==> config.mk <==
export PLATFORM = sky130hd
export DESIGN_NAME = dir_rate_deemph_input_ctrl
export DESIGN_NICKNAME = d
export VERILOG_FILES = /design/src/common/dir_ctrl_pkg.sv /design/src/verilog/dir_rate_deemph_input_ctrl.sv
export SDC_FILE = /design/constraint.sdc
export NUM_CORES = 2
export LEC_CHECK = 0
export BUFFER_PORTS_ARGS = -buffer_cell sky130_fd_sc_hd__buf_2
export CAP_MARGIN = 40
export CORE_MARGIN = 5
export CORE_UTILIZATION = 48
export CTS_CLUSTER_SIZE = 10
export DETAILED_ROUTE_END_ITERATION = 8
export SLEW_MARGIN = 20
export SYNTH_ARGS = -nofsm -noshare
export SYNTH_HDL_FRONTEND = slang
export SYNTH_SLANG_ARGS = --single-unit
==> constraint.sdc <==
create_clock -name i_clk -period 64.5 [get_ports i_clk]
set_clock_uncertainty 0.15 [all_clocks]
set_input_delay 12.9 -clock i_clk [delete_from_list [all_inputs] [get_ports i_clk]]
set_output_delay 12.9 -clock i_clk [all_outputs]
set_load 0.01 [all_outputs]
==> src/common/dir_ctrl_pkg.sv <==
package dir_ctrl_pkg;
    // register map
    localparam logic [7:0] PWR_RST_OFS = 8'h00;
    localparam int SOFT_RST_POS = 0;
    localparam int RECOV_PWR_POS = 1;
    localparam logic [7:0] PWR_RST_RESET = 8'h03;
    // reference crystal select codes
    localparam logic [1:0] XSEL_11M2896 = 2'h0;
    localparam logic [1:0] XSEL_12M288 = 2'h1;
    localparam logic [1:0] XSEL_24M576 = 2'h2;
    localparam logic [1:0] XSEL_CHSTAT = 2'h3;
    // rate codes
    localparam logic [3:0] FS_44K1 = 4'h0;
    localparam logic [3:0] FS_NONE = 4'h1;
    localparam logic [3:0] FS_48K = 4'h2;
    localparam logic [3:0] FS_32K = 4'h3;
    localparam logic [3:0] FS_22K05 = 4'h4;
    localparam logic [3:0] FS_11K025 = 4'h5;
    localparam logic [3:0] FS_24K = 4'h6;
    localparam logic [3:0] FS_16K = 4'h7;
    localparam logic [3:0] FS_88K2 = 4'h8;
    localparam logic [3:0] FS_8K = 4'h9;
    localparam logic [3:0] FS_96K = 4'ha;
    localparam logic [3:0] FS_64K = 4'hb;
    localparam logic [3:0] FS_176K4 = 4'hc;
    localparam logic [3:0] FS_OOR = 4'hd;
    localparam logic [3:0] FS_192K = 4'he;
    // frame count of one status block, block start stays high frames 0..39
    localparam int BLOCK_FRAMES = 192;
    localparam logic [7:0] BLOCK_HIGH_LAST = 8'h27;
    // de-emphasis filter modes
    typedef enum logic [1:0] {
        DEEMPH_44K1 = 2'h0,
        DEEMPH_OFF = 2'h1,
        DEEMPH_48K = 2'h2,
        DEEMPH_32K = 2'h3
    } deemph_mode_t;
    // channel status fields used by the block
    typedef struct packed {
        logic [7:0] byte0;
        logic [7:0] byte3;
        logic [7:0] byte4;
    } chstat_t;
    // serial control fields
    typedef struct packed {
        logic [1:0] ref_crystal_sel;
        logic preemph_channel_sel;
        logic deemph_auto_sel;
        logic [1:0] deemph_manual_field;
        logic [2:0] input_select_field;
        logic block_output_enable;
        logic user_or_channel_select;
    } ctrl_t;
endpackage : dir_ctrl_pkg

==> src/verilog/dir_rate_deemph_input_ctrl.sv <==
// Summary of operation
// - crystal select 00/01/10 picks clock comparison reference, 00 default
// - crystal select 11 takes rate code from channel status
// - parallel mode forces crystal select to 10
// - clock comparison reports rate code within three percent of nominal
// - rate between nominals gives no valid code; far outside gives 0001 or 1101
// - consumer status copies byte 3 bits 3..0 to rate code
// - professional status maps byte0[7:6], byte4[6:3]; unlisted gives 0001
// - pre-emphasis read from channel 1, channel 2 when channel select set
// - flag set when byte 0 bits 1-5 match 0X100
// - alternate table: flag set when byte 0 bits 2-4 equal 110
// - auto mode picks 44.1k/48k/32k by rate code, else filter off
// - manual field chooses filter when auto deselected in serial mode
// - parallel mode always uses auto de-emphasis from channel 1
// - data bypasses filter when mode off or flag zero
// - power-down pin low resets everything and blocks register access
// - soft reset bit zero resets registers; only bits 1..0 writable, no reads
// - recovery power bit zero resets recovery, registers stay accessible
// - parallel mode honours only the power-down pin
// - serial input select 000..101 routes inputs 1..6; 110, 111 unused
// - parallel mode: input select pin low picks input 1, high input 5
// - block enable switches mux pins between clock/irq and block/U/C
// - block start high from frame 0 through end of frame 39
`timescale 1ns/1ps
module dir_rate_deemph_input_ctrl #(
    parameter int PERIOD_W = 16,
    parameter logic [PERIOD_W-1:0] TOL_PCT = 16'h0003
) (
    input wire logic i_clk,
    input wire logic i_rst,
    input wire logic i_power_down_pin_n,
    input wire logic i_parallel_mode,
    input wire logic i_input_select_pin,
    // register port, one access per strobe
    input wire logic i_reg_wr,
    input wire logic i_reg_rd,
    input wire logic [7:0] i_reg_addr,
    input wire logic [7:0] i_reg_wdata,
    output logic [7:0] o_reg_rdata,
    output logic o_reg_rvalid,
    // serial control fields held elsewhere in the register file
    input wire dir_ctrl_pkg::ctrl_t i_ctrl,
    // received stream side
    input wire logic [5:0] i_receiver_inputs,
    input wire logic i_frame_start,
    input wire logic i_status_valid,
    input wire logic i_status_professional,
    input wire dir_ctrl_pkg::chstat_t i_chstat_ch1,
    input wire dir_ctrl_pkg::chstat_t i_chstat_ch2,
    // measured frame period in reference clock ticks, one-cycle valid
    input wire logic i_period_valid,
    input wire logic [PERIOD_W-1:0] i_period,
    input wire logic i_preemph_alt_table,
    input wire logic [23:0] i_audio,
    input wire logic [23:0] i_audio_filtered,
    input wire logic i_second_master_clock,
    input wire logic i_second_irq,
    input wire logic i_user_bit,
    input wire logic i_chan_bit,
    output logic o_selected_input,
    output logic o_recovery_reset,
    output logic o_core_reset,
    output logic [3:0] o_rate_code,
    output logic o_preemph_flag,
    output dir_ctrl_pkg::deemph_mode_t o_deemph_mode,
    output logic [23:0] o_audio,
    output logic o_second_master_clock_pin,
    output logic o_second_irq_pin,
    output logic o_block_start
);

    // ==========================================================
    // functions
    // ==========================================================
    // nominal period table: frame period in ticks of a 24.576MHz reference
    function automatic logic [PERIOD_W-1:0] nominal(input logic [3:0] code);
        case (code)
            4'h0: nominal = 16'd557;
            4'h2: nominal = 16'd512;
            4'h3: nominal = 16'd768;
            4'h4: nominal = 16'd1115;
            4'h5: nominal = 16'd2229;
            4'h6: nominal = 16'd1024;
            4'h7: nominal = 16'd1536;
            4'h8: nominal = 16'd279;
            4'h9: nominal = 16'd3072;
            4'ha: nominal = 16'd256;
            4'hb: nominal = 16'd384;
            4'hc: nominal = 16'd139;
            4'he: nominal = 16'd128;
            default: nominal = 16'd0;
        endcase
    endfunction : nominal

    // true when the period lies within tolerance of a nominal value
    function automatic logic near(input logic [PERIOD_W-1:0] p, input logic [PERIOD_W-1:0] n);
        logic [PERIOD_W+7:0] d;
        logic [PERIOD_W+7:0] lim;
        d = (p > n) ? {8'h00, p - n} : {8'h00, n - p};
        lim = {8'h00, n} * {8'h00, TOL_PCT};
        near = (n != '0) && ((d * 100) <= lim);
    endfunction : near

    // ==========================================================
    // reset and register access
    // ==========================================================
    logic [7:0] pwr_reg;
    logic [7:0] pwr_next;
    logic hard_rst;
    logic soft_rst_bit;
    logic recov_pwr_bit;
    logic core_rst;
    logic reg_hit;

    // power-down pin acts like a reset; parallel mode ignores the bits
    assign hard_rst = i_rst | ~i_power_down_pin_n;
    assign soft_rst_bit = i_parallel_mode | pwr_reg[dir_ctrl_pkg::SOFT_RST_POS];
    assign recov_pwr_bit = i_parallel_mode | pwr_reg[dir_ctrl_pkg::RECOV_PWR_POS];
    assign core_rst = hard_rst | ~soft_rst_bit;
    assign reg_hit = (i_reg_addr == dir_ctrl_pkg::PWR_RST_OFS);
    // only the two low bits exist; writes stay legal during soft reset
    assign pwr_next = (i_reg_wr && reg_hit) ? {6'h00, i_reg_wdata[1:0]} : pwr_reg;

    // control register, lost only on pin or system reset
    always_ff @(posedge i_clk) begin
        if (hard_rst) begin
            pwr_reg <= dir_ctrl_pkg::PWR_RST_RESET;
        end else begin
            pwr_reg <= pwr_next;
        end
    end

    // reads are blocked while held in soft reset or power-down
    always_ff @(posedge i_clk) begin
        if (core_rst) begin
            o_reg_rdata <= 8'h00;
            o_reg_rvalid <= 1'b0;
        end else begin
            o_reg_rvalid <= i_reg_rd;
            o_reg_rdata <= (i_reg_rd && reg_hit) ? pwr_reg : 8'h00;
        end
    end

    // recovery reset keeps registers but stops clock recovery
    always_ff @(posedge i_clk) begin
        if (hard_rst) begin
            o_recovery_reset <= 1'b1;
            o_core_reset <= 1'b1;
        end else begin
            o_recovery_reset <= ~soft_rst_bit | ~recov_pwr_bit;
            o_core_reset <= ~soft_rst_bit;
        end
    end

    // ==========================================================
    // rate detection
    // ==========================================================
    logic [1:0] xsel;
    logic [3:0] cmp_code;
    logic [3:0] cs_code;
    logic [3:0] rate_next;
    logic [PERIOD_W-1:0] scaled;
    dir_ctrl_pkg::chstat_t cs_pre;

    assign xsel = i_parallel_mode ? dir_ctrl_pkg::XSEL_24M576 : i_ctrl.ref_crystal_sel;

    // periods from slower references scale up to the 24.576MHz table
    assign scaled = (xsel == dir_ctrl_pkg::XSEL_24M576) ? i_period :
                    (xsel == dir_ctrl_pkg::XSEL_12M288) ? PERIOD_W'(i_period << 1) :
                    PERIOD_W'((i_period * 24576) / 11290);

    // scan the nominal table; the gap between nominals gives no code
    always_comb begin
        cmp_code = dir_ctrl_pkg::FS_NONE;
        for (int k = 0; k < 16; k++) begin
            if (near(scaled, nominal(4'(k)))) begin
                cmp_code = 4'(k);
            end
        end
        if (scaled < 16'd100) begin
            cmp_code = dir_ctrl_pkg::FS_OOR;
        end
    end

    // channel status decoding, consumer copies, professional maps
    always_comb begin
        cs_code = dir_ctrl_pkg::FS_NONE;
        if (!i_status_professional) begin
            cs_code = i_chstat_ch1.byte3[3:0];
        end else begin
            case ({i_chstat_ch1.byte0[7:6], i_chstat_ch1.byte4[6:3]})
                6'h10: cs_code = dir_ctrl_pkg::FS_44K1;
                6'h20: cs_code = dir_ctrl_pkg::FS_48K;
                6'h30: cs_code = dir_ctrl_pkg::FS_32K;
                6'h09: cs_code = dir_ctrl_pkg::FS_22K05;
                6'h01: cs_code = dir_ctrl_pkg::FS_24K;
                6'h0a: cs_code = dir_ctrl_pkg::FS_88K2;
                6'h02: cs_code = dir_ctrl_pkg::FS_96K;
                6'h0b: cs_code = dir_ctrl_pkg::FS_176K4;
                6'h03: cs_code = dir_ctrl_pkg::FS_192K;
                default: cs_code = dir_ctrl_pkg::FS_NONE;
            endcase
        end
    end

    assign rate_next = (xsel == dir_ctrl_pkg::XSEL_CHSTAT) ?
                       (i_status_valid ? cs_code : o_rate_code) :
                       (i_period_valid ? cmp_code : o_rate_code);

    // rate code register
    always_ff @(posedge i_clk) begin
        if (core_rst) begin
            o_rate_code <= dir_ctrl_pkg::FS_NONE;
        end else begin
            o_rate_code <= rate_next;
        end
    end

    // ==========================================================
    // pre-emphasis and de-emphasis
    // ==========================================================
    logic pem_next;
    logic pem_a;
    logic pem_b;
    dir_ctrl_pkg::deemph_mode_t auto_mode;
    dir_ctrl_pkg::deemph_mode_t mode_next;
    logic use_auto;

    // parallel mode always reads channel 1
    assign cs_pre = (i_ctrl.preemph_channel_sel && !i_parallel_mode) ?
                    i_chstat_ch2 : i_chstat_ch1;
    // bits 1..5 read 0,x,1,0,0 in rising bit order, as the second table reads bits 2..4;
    // bit 1 low keeps non-audio streams from raising the flag with the first table; the second table ignores bit 1
    assign pem_a = (cs_pre.byte0[1] == 1'b0) && (cs_pre.byte0[5:3] == 3'b001);
    assign pem_b = (cs_pre.byte0[4:2] == 3'b011);
    assign pem_next = i_preemph_alt_table ? pem_b : pem_a;

    assign use_auto = i_parallel_mode | i_ctrl.deemph_auto_sel;
    assign auto_mode = (o_rate_code == dir_ctrl_pkg::FS_44K1) ? dir_ctrl_pkg::DEEMPH_44K1 :
                       (o_rate_code == dir_ctrl_pkg::FS_48K) ? dir_ctrl_pkg::DEEMPH_48K :
                       (o_rate_code == dir_ctrl_pkg::FS_32K) ? dir_ctrl_pkg::DEEMPH_32K :
                       dir_ctrl_pkg::DEEMPH_OFF;
    assign mode_next = !o_preemph_flag ? dir_ctrl_pkg::DEEMPH_OFF :
                       use_auto ? auto_mode :
                       dir_ctrl_pkg::deemph_mode_t'(i_ctrl.deemph_manual_field);

    // flag and filter mode registers
    always_ff @(posedge i_clk) begin
        if (core_rst) begin
            o_preemph_flag <= 1'b0;
            o_deemph_mode <= dir_ctrl_pkg::DEEMPH_OFF;
        end else begin
            if (i_status_valid) begin
                o_preemph_flag <= pem_next;
            end
            o_deemph_mode <= mode_next;
        end
    end

    // filter bypass follows the registered mode, one cycle behind
    always_ff @(posedge i_clk) begin
        if (core_rst) begin
            o_audio <= 24'h00_0000;
        end else begin
            o_audio <= (o_deemph_mode == dir_ctrl_pkg::DEEMPH_OFF) ? i_audio
                       : i_audio_filtered;
        end
    end

    // ==========================================================
    // input select and multiplexed pins
    // ==========================================================
    logic [2:0] in_idx;
    logic in_bit;
    logic [7:0] frame_cnt_reg;
    logic [7:0] frame_cnt_next;

    assign in_idx = i_parallel_mode ? (i_input_select_pin ? 3'h4 : 3'h0)
                    : i_ctrl.input_select_field;
    // unused codes leave the recovery path quiet
    assign in_bit = (in_idx <= 3'h5) ? i_receiver_inputs[in_idx] : 1'b0;

    // frame counter restarts on each block start marker
    assign frame_cnt_next = i_status_valid ? 8'h00 :
                            (i_frame_start && frame_cnt_reg != 8'hff) ? frame_cnt_reg + 8'h01
                            : frame_cnt_reg;

    always_ff @(posedge i_clk) begin
        if (core_rst) begin
            o_selected_input <= 1'b0;
            frame_cnt_reg <= 8'hff;
            o_second_master_clock_pin <= 1'b0;
            o_second_irq_pin <= 1'b0;
            o_block_start <= 1'b0;
        end else begin
            o_selected_input <= in_bit;
            frame_cnt_reg <= frame_cnt_next;
            o_block_start <= (frame_cnt_next <= dir_ctrl_pkg::BLOCK_HIGH_LAST);
            o_second_master_clock_pin <= i_ctrl.block_output_enable
                ? (frame_cnt_next <= dir_ctrl_pkg::BLOCK_HIGH_LAST)
                : i_second_master_clock;
            o_second_irq_pin <= !i_ctrl.block_output_enable ? i_second_irq
                : (i_ctrl.user_or_channel_select ? i_chan_bit : i_user_bit);
        end
    end

    // ==========================================================
    // assertions
    // ==========================================================
    a_read_blocked: assert property (@(posedge i_clk) disable iff (i_rst)
        core_rst |=> !o_reg_rvalid)
        else $error("read answered during soft reset");
    a_pdn_reg_init: assert property (@(posedge i_clk) disable iff (i_rst)
        !i_power_down_pin_n |=> pwr_reg == dir_ctrl_pkg::PWR_RST_RESET)
        else $error("register not initialised by power-down");
    a_deemph_bypass: assert property (@(posedge i_clk) disable iff (core_rst)
        o_deemph_mode == dir_ctrl_pkg::DEEMPH_OFF |=> o_audio == $past(i_audio))
        else $error("audio not bypassed");
    a_pem_off_mode: assert property (@(posedge i_clk) disable iff (core_rst)
        !o_preemph_flag |=> o_deemph_mode == dir_ctrl_pkg::DEEMPH_OFF)
        else $error("filter on without pre-emphasis");
    a_cons_copy: assert property (@(posedge i_clk) disable iff (core_rst)
        (xsel == dir_ctrl_pkg::XSEL_CHSTAT && i_status_valid && !i_status_professional)
        |=> o_rate_code == $past(i_chstat_ch1.byte3[3:0]))
        else $error("consumer rate code not copied");
    a_par_input: assert property (@(posedge i_clk) disable iff (core_rst)
        (i_parallel_mode && !i_input_select_pin) |=> o_selected_input == $past(i_receiver_inputs[0]))
        else $error("parallel input 1 not routed");
    a_block_mux: assert property (@(posedge i_clk) disable iff (core_rst)
        !i_ctrl.block_output_enable |=> o_second_irq_pin == $past(i_second_irq))
        else $error("interrupt not passed to pin");
    a_block_high: assert property (@(posedge i_clk) disable iff (core_rst)
        i_status_valid |=> o_block_start)
        else $error("block start not high at frame 0");
    a_manual_mode: assert property (@(posedge i_clk) disable iff (core_rst)
        (o_preemph_flag && !i_parallel_mode && !i_ctrl.deemph_auto_sel)
        |=> o_deemph_mode == $past(i_ctrl.deemph_manual_field))
        else $error("manual de-emphasis field not applied");
    c_chstat_rate: cover property (@(posedge i_clk) xsel == dir_ctrl_pkg::XSEL_CHSTAT && i_status_valid);
    c_deemph_on: cover property (@(posedge i_clk) o_deemph_mode == dir_ctrl_pkg::DEEMPH_48K);
    c_soft_reset: cover property (@(posedge i_clk) !i_rst && o_core_reset);
    c_manual_deemph: cover property (@(posedge i_clk) o_preemph_flag && !i_ctrl.deemph_auto_sel);
endmodule : dir_rate_deemph_input_ctrl

### Word level (Yosys, flattened, before mapping)

Cells that the tools add are included.

* register bits after elaboration: 50
* latch bits: 0
* bits in writable memories: 0
* bits in read-only memories: 0
* logic and storage cells: 182
* memories kept: 0

* add/sub/neg operators: 27
* multiply operators: 14
* div/mod/pow operators: 1
* magnitude comparators: 30
* equal/unequal tests: 19
* shifts and indexed selects: 0
* multiplexer cells: 51
* bitwise logic cells: 13
* reductions and logical operators: 13

Operator list (number)
* $mul 16x5->21 const B: 13
* $mux 16: 15
* $le 23x11->1 const B: 3
* $le 23x12->1 const B: 3
* $gt 16x10->1 const B: 3
* $gt 16x11->1 const B: 3
* $gt 16x9->1 const B: 3
* $sub 10x16->16 const A: 3
* $sub 11x16->16 const A: 3
* $sub 16x10->16 const B: 3
* $sub 16x11->16 const B: 3
* $sub 16x9->16 const B: 3
* $sub 9x16->16 const A: 3
* $le 23x10->1 const B: 2
* $le 23x13->1 const B: 2
* $le 23x9->1 const B: 2
* $mux 4: 11
* $pmux 4 s9: 1
* $div 31x14->32 const B: 1
* $gt 16x12->1 const B: 2
* $gt 16x8->1 const B: 2
* $sub 12x16->16 const A: 2
* $sub 16x12->16 const B: 2
* $sub 16x8->16 const B: 2
* other kinds (36): 78

### Longest topological paths before layout

* depth after elaboration: 24
* mapped depth: 168
* gate-level depth less buffers: 144

### Least setup slack after synthesis

Ideal clock, no wire load.

* path kind: input to register
* start: input port i_period[0]
* end: register o_rate_code[1]
* library setup time: 0.120 ns
* data arrival time: 45.519 ns
* path slack: 18.712 ns
* cell stages on the path: 162
* path through: ha_1 inv_1 fa_1 and2b_1 o2111a_1 nor2_2 xnor2_1 nand4_1 and4_1 buf_2 nor2_1 clkbuf_1 mux2i_1 nand3_1 mux2i_1 and3_1 o21ai_1 mux2i_1 (+126 left out) a21o_1 a21o_1 a21o_1 a21o_1 a21o_1 a21o_1 nand2_1 and3_1 nor2_1 nor3_1 a31oi_1 o22ai_1 nand3b_1 a31o_2 nor2b_1 a2111oi_0 o21ai_1 o2bb2ai_1

* cells in the longest elaborated chain, start to end: 23

Ends and longest elaborated chain
* start, declared: line dir_rate_deemph_input_ctrl.sv:52 `input wire logic [PERIOD_W-1:0] i_period,`
* $mul 16x2->18: line dir_rate_deemph_input_ctrl.sv:170 `PERIOD_W'((i_period * 24576) / 11290);`
* $div 31x14->32: line dir_rate_deemph_input_ctrl.sv:170
* $mux 16: line dir_rate_deemph_input_ctrl.sv:169 `(xsel == dir_ctrl_pkg::XSEL_12M288) ? PERIOD_W'(i_period << 1) :`
* $mux 16 *: line dir_rate_deemph_input_ctrl.sv:168 `assign scaled = (xsel == dir_ctrl_pkg::XSEL_24M576) ? i_period :`
* $sub 10x16->16 (tied with other cells): line dir_rate_deemph_input_ctrl.sv:99 `d = (p > n) ? {8'h00, p - n} : {8'h00, n - p};`
* $mux 16: line dir_rate_deemph_input_ctrl.sv:99
* $mul 16x5->21: line dir_rate_deemph_input_ctrl.sv:101 `near = (n != '0) && ((d * 100) <= lim);`
* $le 23x11->1: line dir_rate_deemph_input_ctrl.sv:101
* $mux 2 (2 in a row): line dir_rate_deemph_input_ctrl.sv:176 `if (near(scaled, nominal(4'(k)))) begin`
* $mux 3 (4 in a row): line dir_rate_deemph_input_ctrl.sv:176
* $mux 4 (6 in a row): line dir_rate_deemph_input_ctrl.sv:176
* $mux 4 *: line dir_rate_deemph_input_ctrl.sv:180 `if (scaled < 16'd100) begin`
* $mux 4 *: line dir_rate_deemph_input_ctrl.sv:208 `(i_period_valid ? cmp_code : o_rate_code);`
* $mux 4 *: line dir_rate_deemph_input_ctrl.sv:206 `assign rate_next = (xsel == dir_ctrl_pkg::XSEL_CHSTAT) ?`
* end signal, assigned: line dir_rate_deemph_input_ctrl.sv:213 `o_rate_code <= dir_ctrl_pkg::FS_NONE;`
* end signal, assigned: line dir_rate_deemph_input_ctrl.sv:215 `o_rate_code <= rate_next;`
* end, declared: line dir_rate_deemph_input_ctrl.sv:63 `output logic [3:0] o_rate_code,`

Mark *: on every way between the ends. The rest lies on a longest branch, timed or not. The select of a mux whose other input is x is not followed.
A chain may end at the register's enable or synchronous reset.

### Worst setup path after layout

Ends and elaborated chain as after synthesis.

==> impl_metrics.prom <==
# TYPE chip_impl_metric gauge
chip_impl_info{name="synth_area_leaders",value="ha_1 (23%), xnor2_1 (7.6%), fa_1 (7.0%)"} 1
chip_impl_metric{name="largest_register_ff_count",unit=""} 24
chip_impl_metric{name="first_global_vias",unit=""} 38100
chip_impl_metric{name="timing.critical_path.arrival",unit="ns"} 53.87
chip_impl_info{name="clock_tree_from_tritoncts",value="yes"} 1
chip_impl_metric{name="die_width",unit="um"} 303.6
chip_impl_metric{name="syn_area_per_cell",unit="um2"} 7.493
chip_impl_info{name="crit_top_cell",value="ha_1"} 1
chip_impl_metric{name="die-height",unit="um"} 303.6
chip_impl_metric{name="critical_path_required",unit="ns"} 64.53
chip_impl_metric{name="place.detailed.hpwl",unit="mm"} 102.9
chip_impl_metric{name="syn_area",unit="um2"} 41390
chip_impl_info{name="crit_path_top_delay_cell",value="o31ai_4"} 1
chip_impl_metric{name="slew_violations",unit=""} 0
chip_impl_metric{name="cts_resized",unit=""} 0
chip_impl_metric{name="drt_wl_total",unit="mm"} 125.6
chip_impl_metric{name="antenna_found_initial",unit=""} 10
chip_impl_info{name="grt.busiest_layer",value="met2"} 1
chip_impl_metric{name="report.final.setup_viol",unit=""} 0
chip_impl_info{name="timing.critical_path.from_type",value="input port"} 1
chip_impl_metric{name="flow.area_growth_from_synthesis",unit="%"} 5.264
chip_impl_info{name="layout.cells.most_common_list",value="ha_1 (754), inv_1 (488), nand2_1 (390)"} 1
chip_impl_metric{name="grt_first_pass_wirelength",unit="mm"} 202.0
chip_impl_info{name="hold_path.class",value="register to register"} 1
chip_impl_metric{name="finalSetupTns",unit="ns"} 0
chip_impl_metric{name="start_util",unit="%"} 48.45
chip_impl_info{name="setup_repair_after_global_routing_missed_its_margin",value="no"} 1
chip_impl_metric{name="met2_usage",unit="%"} 41.77
chip_impl_metric{name="cp_max_fo",unit=""} 30
chip_impl_metric{name="layout_worst_path_cycle_share",unit="%"} 83.47
chip_impl_metric{name="drt_first_pass_iters",unit=""} 6
chip_impl_metric{name="fin_util",unit="%"} 51.00
chip_impl_info{name="outcome",value="finished, final reports clean"} 1
chip_impl_metric{name="gr-usage-met1",unit="%"} 36.80
chip_impl_metric{name="clock_path_buffers",unit=""} 2
chip_impl_metric{name="muxShareOfSynthArea",unit="%"} 2.482
chip_impl_metric{name="cts-htree-levels",unit=""} 2
chip_impl_metric{name="placeableCoreArea",unit="um2"} 85410
chip_impl_info{name="postSynth.topFlopCell",value="dfxtp_1"} 1
chip_impl_metric{name="wire_per_inst",unit="um"} 18.68
chip_impl_metric{name="grt_start_max_net_pins",unit=""} 34
chip_impl_metric{name="drcViolationCount",unit=""} 0
chip_impl_metric{name="die_area",unit="um2"} 92190
chip_impl_metric{name="synth_cell_type_count",unit=""} 143
chip_impl_metric{name="num_vias",unit=""} 40920
chip_impl_metric{name="gp_routability_congestion",unit=""} 0.9325
chip_impl_metric{name="final_net_count",unit=""} 6628
chip_impl_metric{name="post-route-min-period",unit="ns"} 53.84
chip_impl_metric{name="synth-async-reset-ratio",unit="%"} 0
chip_impl_metric{name="drt_iter0_drc",unit=""} 3118
chip_impl_metric{name="relSlewSlack",unit="%"} 37.79
chip_impl_metric{name="worst_pin_slew",unit="ns"} 0.9298
chip_impl_metric{name="tritoncts.num_buffers",unit=""} 5
chip_impl_info{name="cts.root.buffer_cell",value="clkbuf_16"} 1
chip_impl_metric{name="clkTransAtPathRegs",unit="ns"} 0.07
chip_impl_metric{name="share_of_cells_above_drive_strength_1",unit="%"} 8.276
chip_impl_info{name="timing.critical_path.to_type",value="register"} 1
chip_impl_metric{name="yosys.area_share.xor_xnor",unit="%"} 10.50
chip_impl_metric{name="cts_post_setup_buffers_inserted",unit=""} 0
chip_impl_metric{name="critPathMaxStageDelay",unit="ns"} 0.73
chip_impl_metric{name="overflow_left_after_global_routing",unit=""} 0
chip_impl_metric{name="hold_viol_final",unit=""} 0
chip_impl_metric{name="io_buffer_count",unit=""} 166
chip_impl_metric{name="fmaxAchievable",unit="MHz"} 18.57
chip_impl_metric{name="ys_seq_elements",unit=""} 50
chip_impl_metric{name="grtUsageMet3",unit="%"} 2.109
chip_impl_metric{name="viasPerCell",unit=""} 6.088
chip_impl_metric{name="placement.setup.worst_slack",unit="ns"} 10.80
chip_impl_info{name="layout_commonest_cell",value="ha_1"} 1
chip_impl_metric{name="synthesis.instances",unit=""} 5523
chip_impl_metric{name="synth_simple_gate_area_share",unit="%"} 20.44
chip_impl_metric{name="synth.top_cell.area_share",unit="%"} 22.80
chip_impl_metric{name="seq_area_frac_synth",unit="%"} 2.419
chip_impl_metric{name="cap_violations",unit=""} 0
chip_impl_metric{name="fillers",unit=""} 8692
chip_impl_metric{name="synth_adder_area_share",unit="%"} 29.81
chip_impl_metric{name="synth_warnings",unit=""} 0
chip_impl_metric{name="cts_hold_buffers",unit=""} 0
chip_impl_metric{name="insertion_delay",unit="ns"} 0.29
chip_impl_metric{name="route.antenna.remaining_nets",unit=""} 0
chip_impl_metric{name="num_rows",unit=""} 107
chip_impl_info{name="netlist.top_cell.by_area",value="ha_1"} 1
chip_impl_metric{name="number_of_flops_mapped_to_enable_cells_by_yosys",unit=""} 0
chip_impl_metric{name="grt_util_all_layers",unit="%"} 25.60
chip_impl_info{name="synth_top_family_by_area",value="adder cells"} 1
chip_impl_metric{name="cts_sinks",unit=""} 50
chip_impl_metric{name="worst_slack",unit="ns"} 10.66
chip_impl_info{name="critical_path_class",value="input port to register"} 1
chip_impl_metric{name="synth_compound_gate_area_share",unit="%"} 27.47
chip_impl_metric{name="design.portCount",unit=""} 207
-- critical path, delay by kind of cell --
family | cells | cell delay [ns]
simple gates | 54 | 14.97
compound gates | 54 | 14.23
fa+ha+maj | 16 | 5.94
buf+inv | 15 | 2.79
mux | 6 | 1.96
xor+xnor | 2 | 0.96
-- stage by stage --
stage          area (um2)  hold WS [ns]  std cells
6_report            43560        0.3240       6722
3_3_place_gp        43260        0.3061       6689
2_1_floorplan       41400        0.2904       5528
4_1_cts             43510        0.3248       6709
3_5_place_dp        43360        0.3075       6701
5_1_grt             43560        0.3732       6722
-- kinds of logic (layout without fill, tap and decap cells) --
| family | Yosys count | in the layout |
|---|---|---|
| AO/OA/AOI/OAI | 1625 | 1625 |
| adder cells (fa/ha/maj) | 900 | 900 |
| buffers and inverters | 713 | 755 |
| XOR/XNOR | 491 | 491 |
| AND/OR/NAND/NOR | 1646 | 1646 |
| flip-flops | 50 | 50 |
| other | 1 | 14 |
| multiplexers | 97 | 97 |
-- worst paths after layout --
path	to	slack, ns	cells past startpoint	from
worst min-delay path	o_deemph_mode[0]	0.32	1	o_preemph_flag
worst max-delay path	o_rate_code[1]	10.66	147	i_period[0]
worst max register to register	o_second_master_clock_pin	62.33	10	frame_cnt_reg[0]
worst min register to register	o_deemph_mode[0]	0.32	1	o_preemph_flag
-- synthesized netlist by cell type (57+ instances only) --
master	number
fa_1	144
a21oi_1	380
xnor2_1	359
xor2_1	126
or3_1	59
nor2b_1	57
nor2_1	389
o211ai_1	59
ha_1	754
o21ai_0	222
clkbuf_1	118
a21o_1	105
a31oi_1	79
and2_1	73
o21a_1	107
nor3_1	175
nand4_1	58
nand2_1	390
inv_1	488
a211oi_1	68
mux2i_1	66
nand3_1	112
-- layer usage --
metal | vias up | share of wire [%]
li1 | 20340 | -
met1 | 19180 | 48
met2 | 1207 | 44
met3 | 196 | 5.4
met4 | 0 | 2.6
met5 | - | 0
-- final cells by class --
type	count	area, um2	area share (%)
Multi-Input combinational cell	4765	37650	86.43
Clock inverter	3	28.78	0.06606
Sequential cell	50	1001	2.298
Timing Repair Buffer	242	1409	3.234
Clock buffer	5	125.1	0.2872
Tap cell	1144	1431	3.286
Inverter	505	1898	4.357
Antenna cell	8	20.02	0.04595
Power is not shown: default switching activity piles up to over one toggle a cycle in this logic, so the estimate is an artifact.
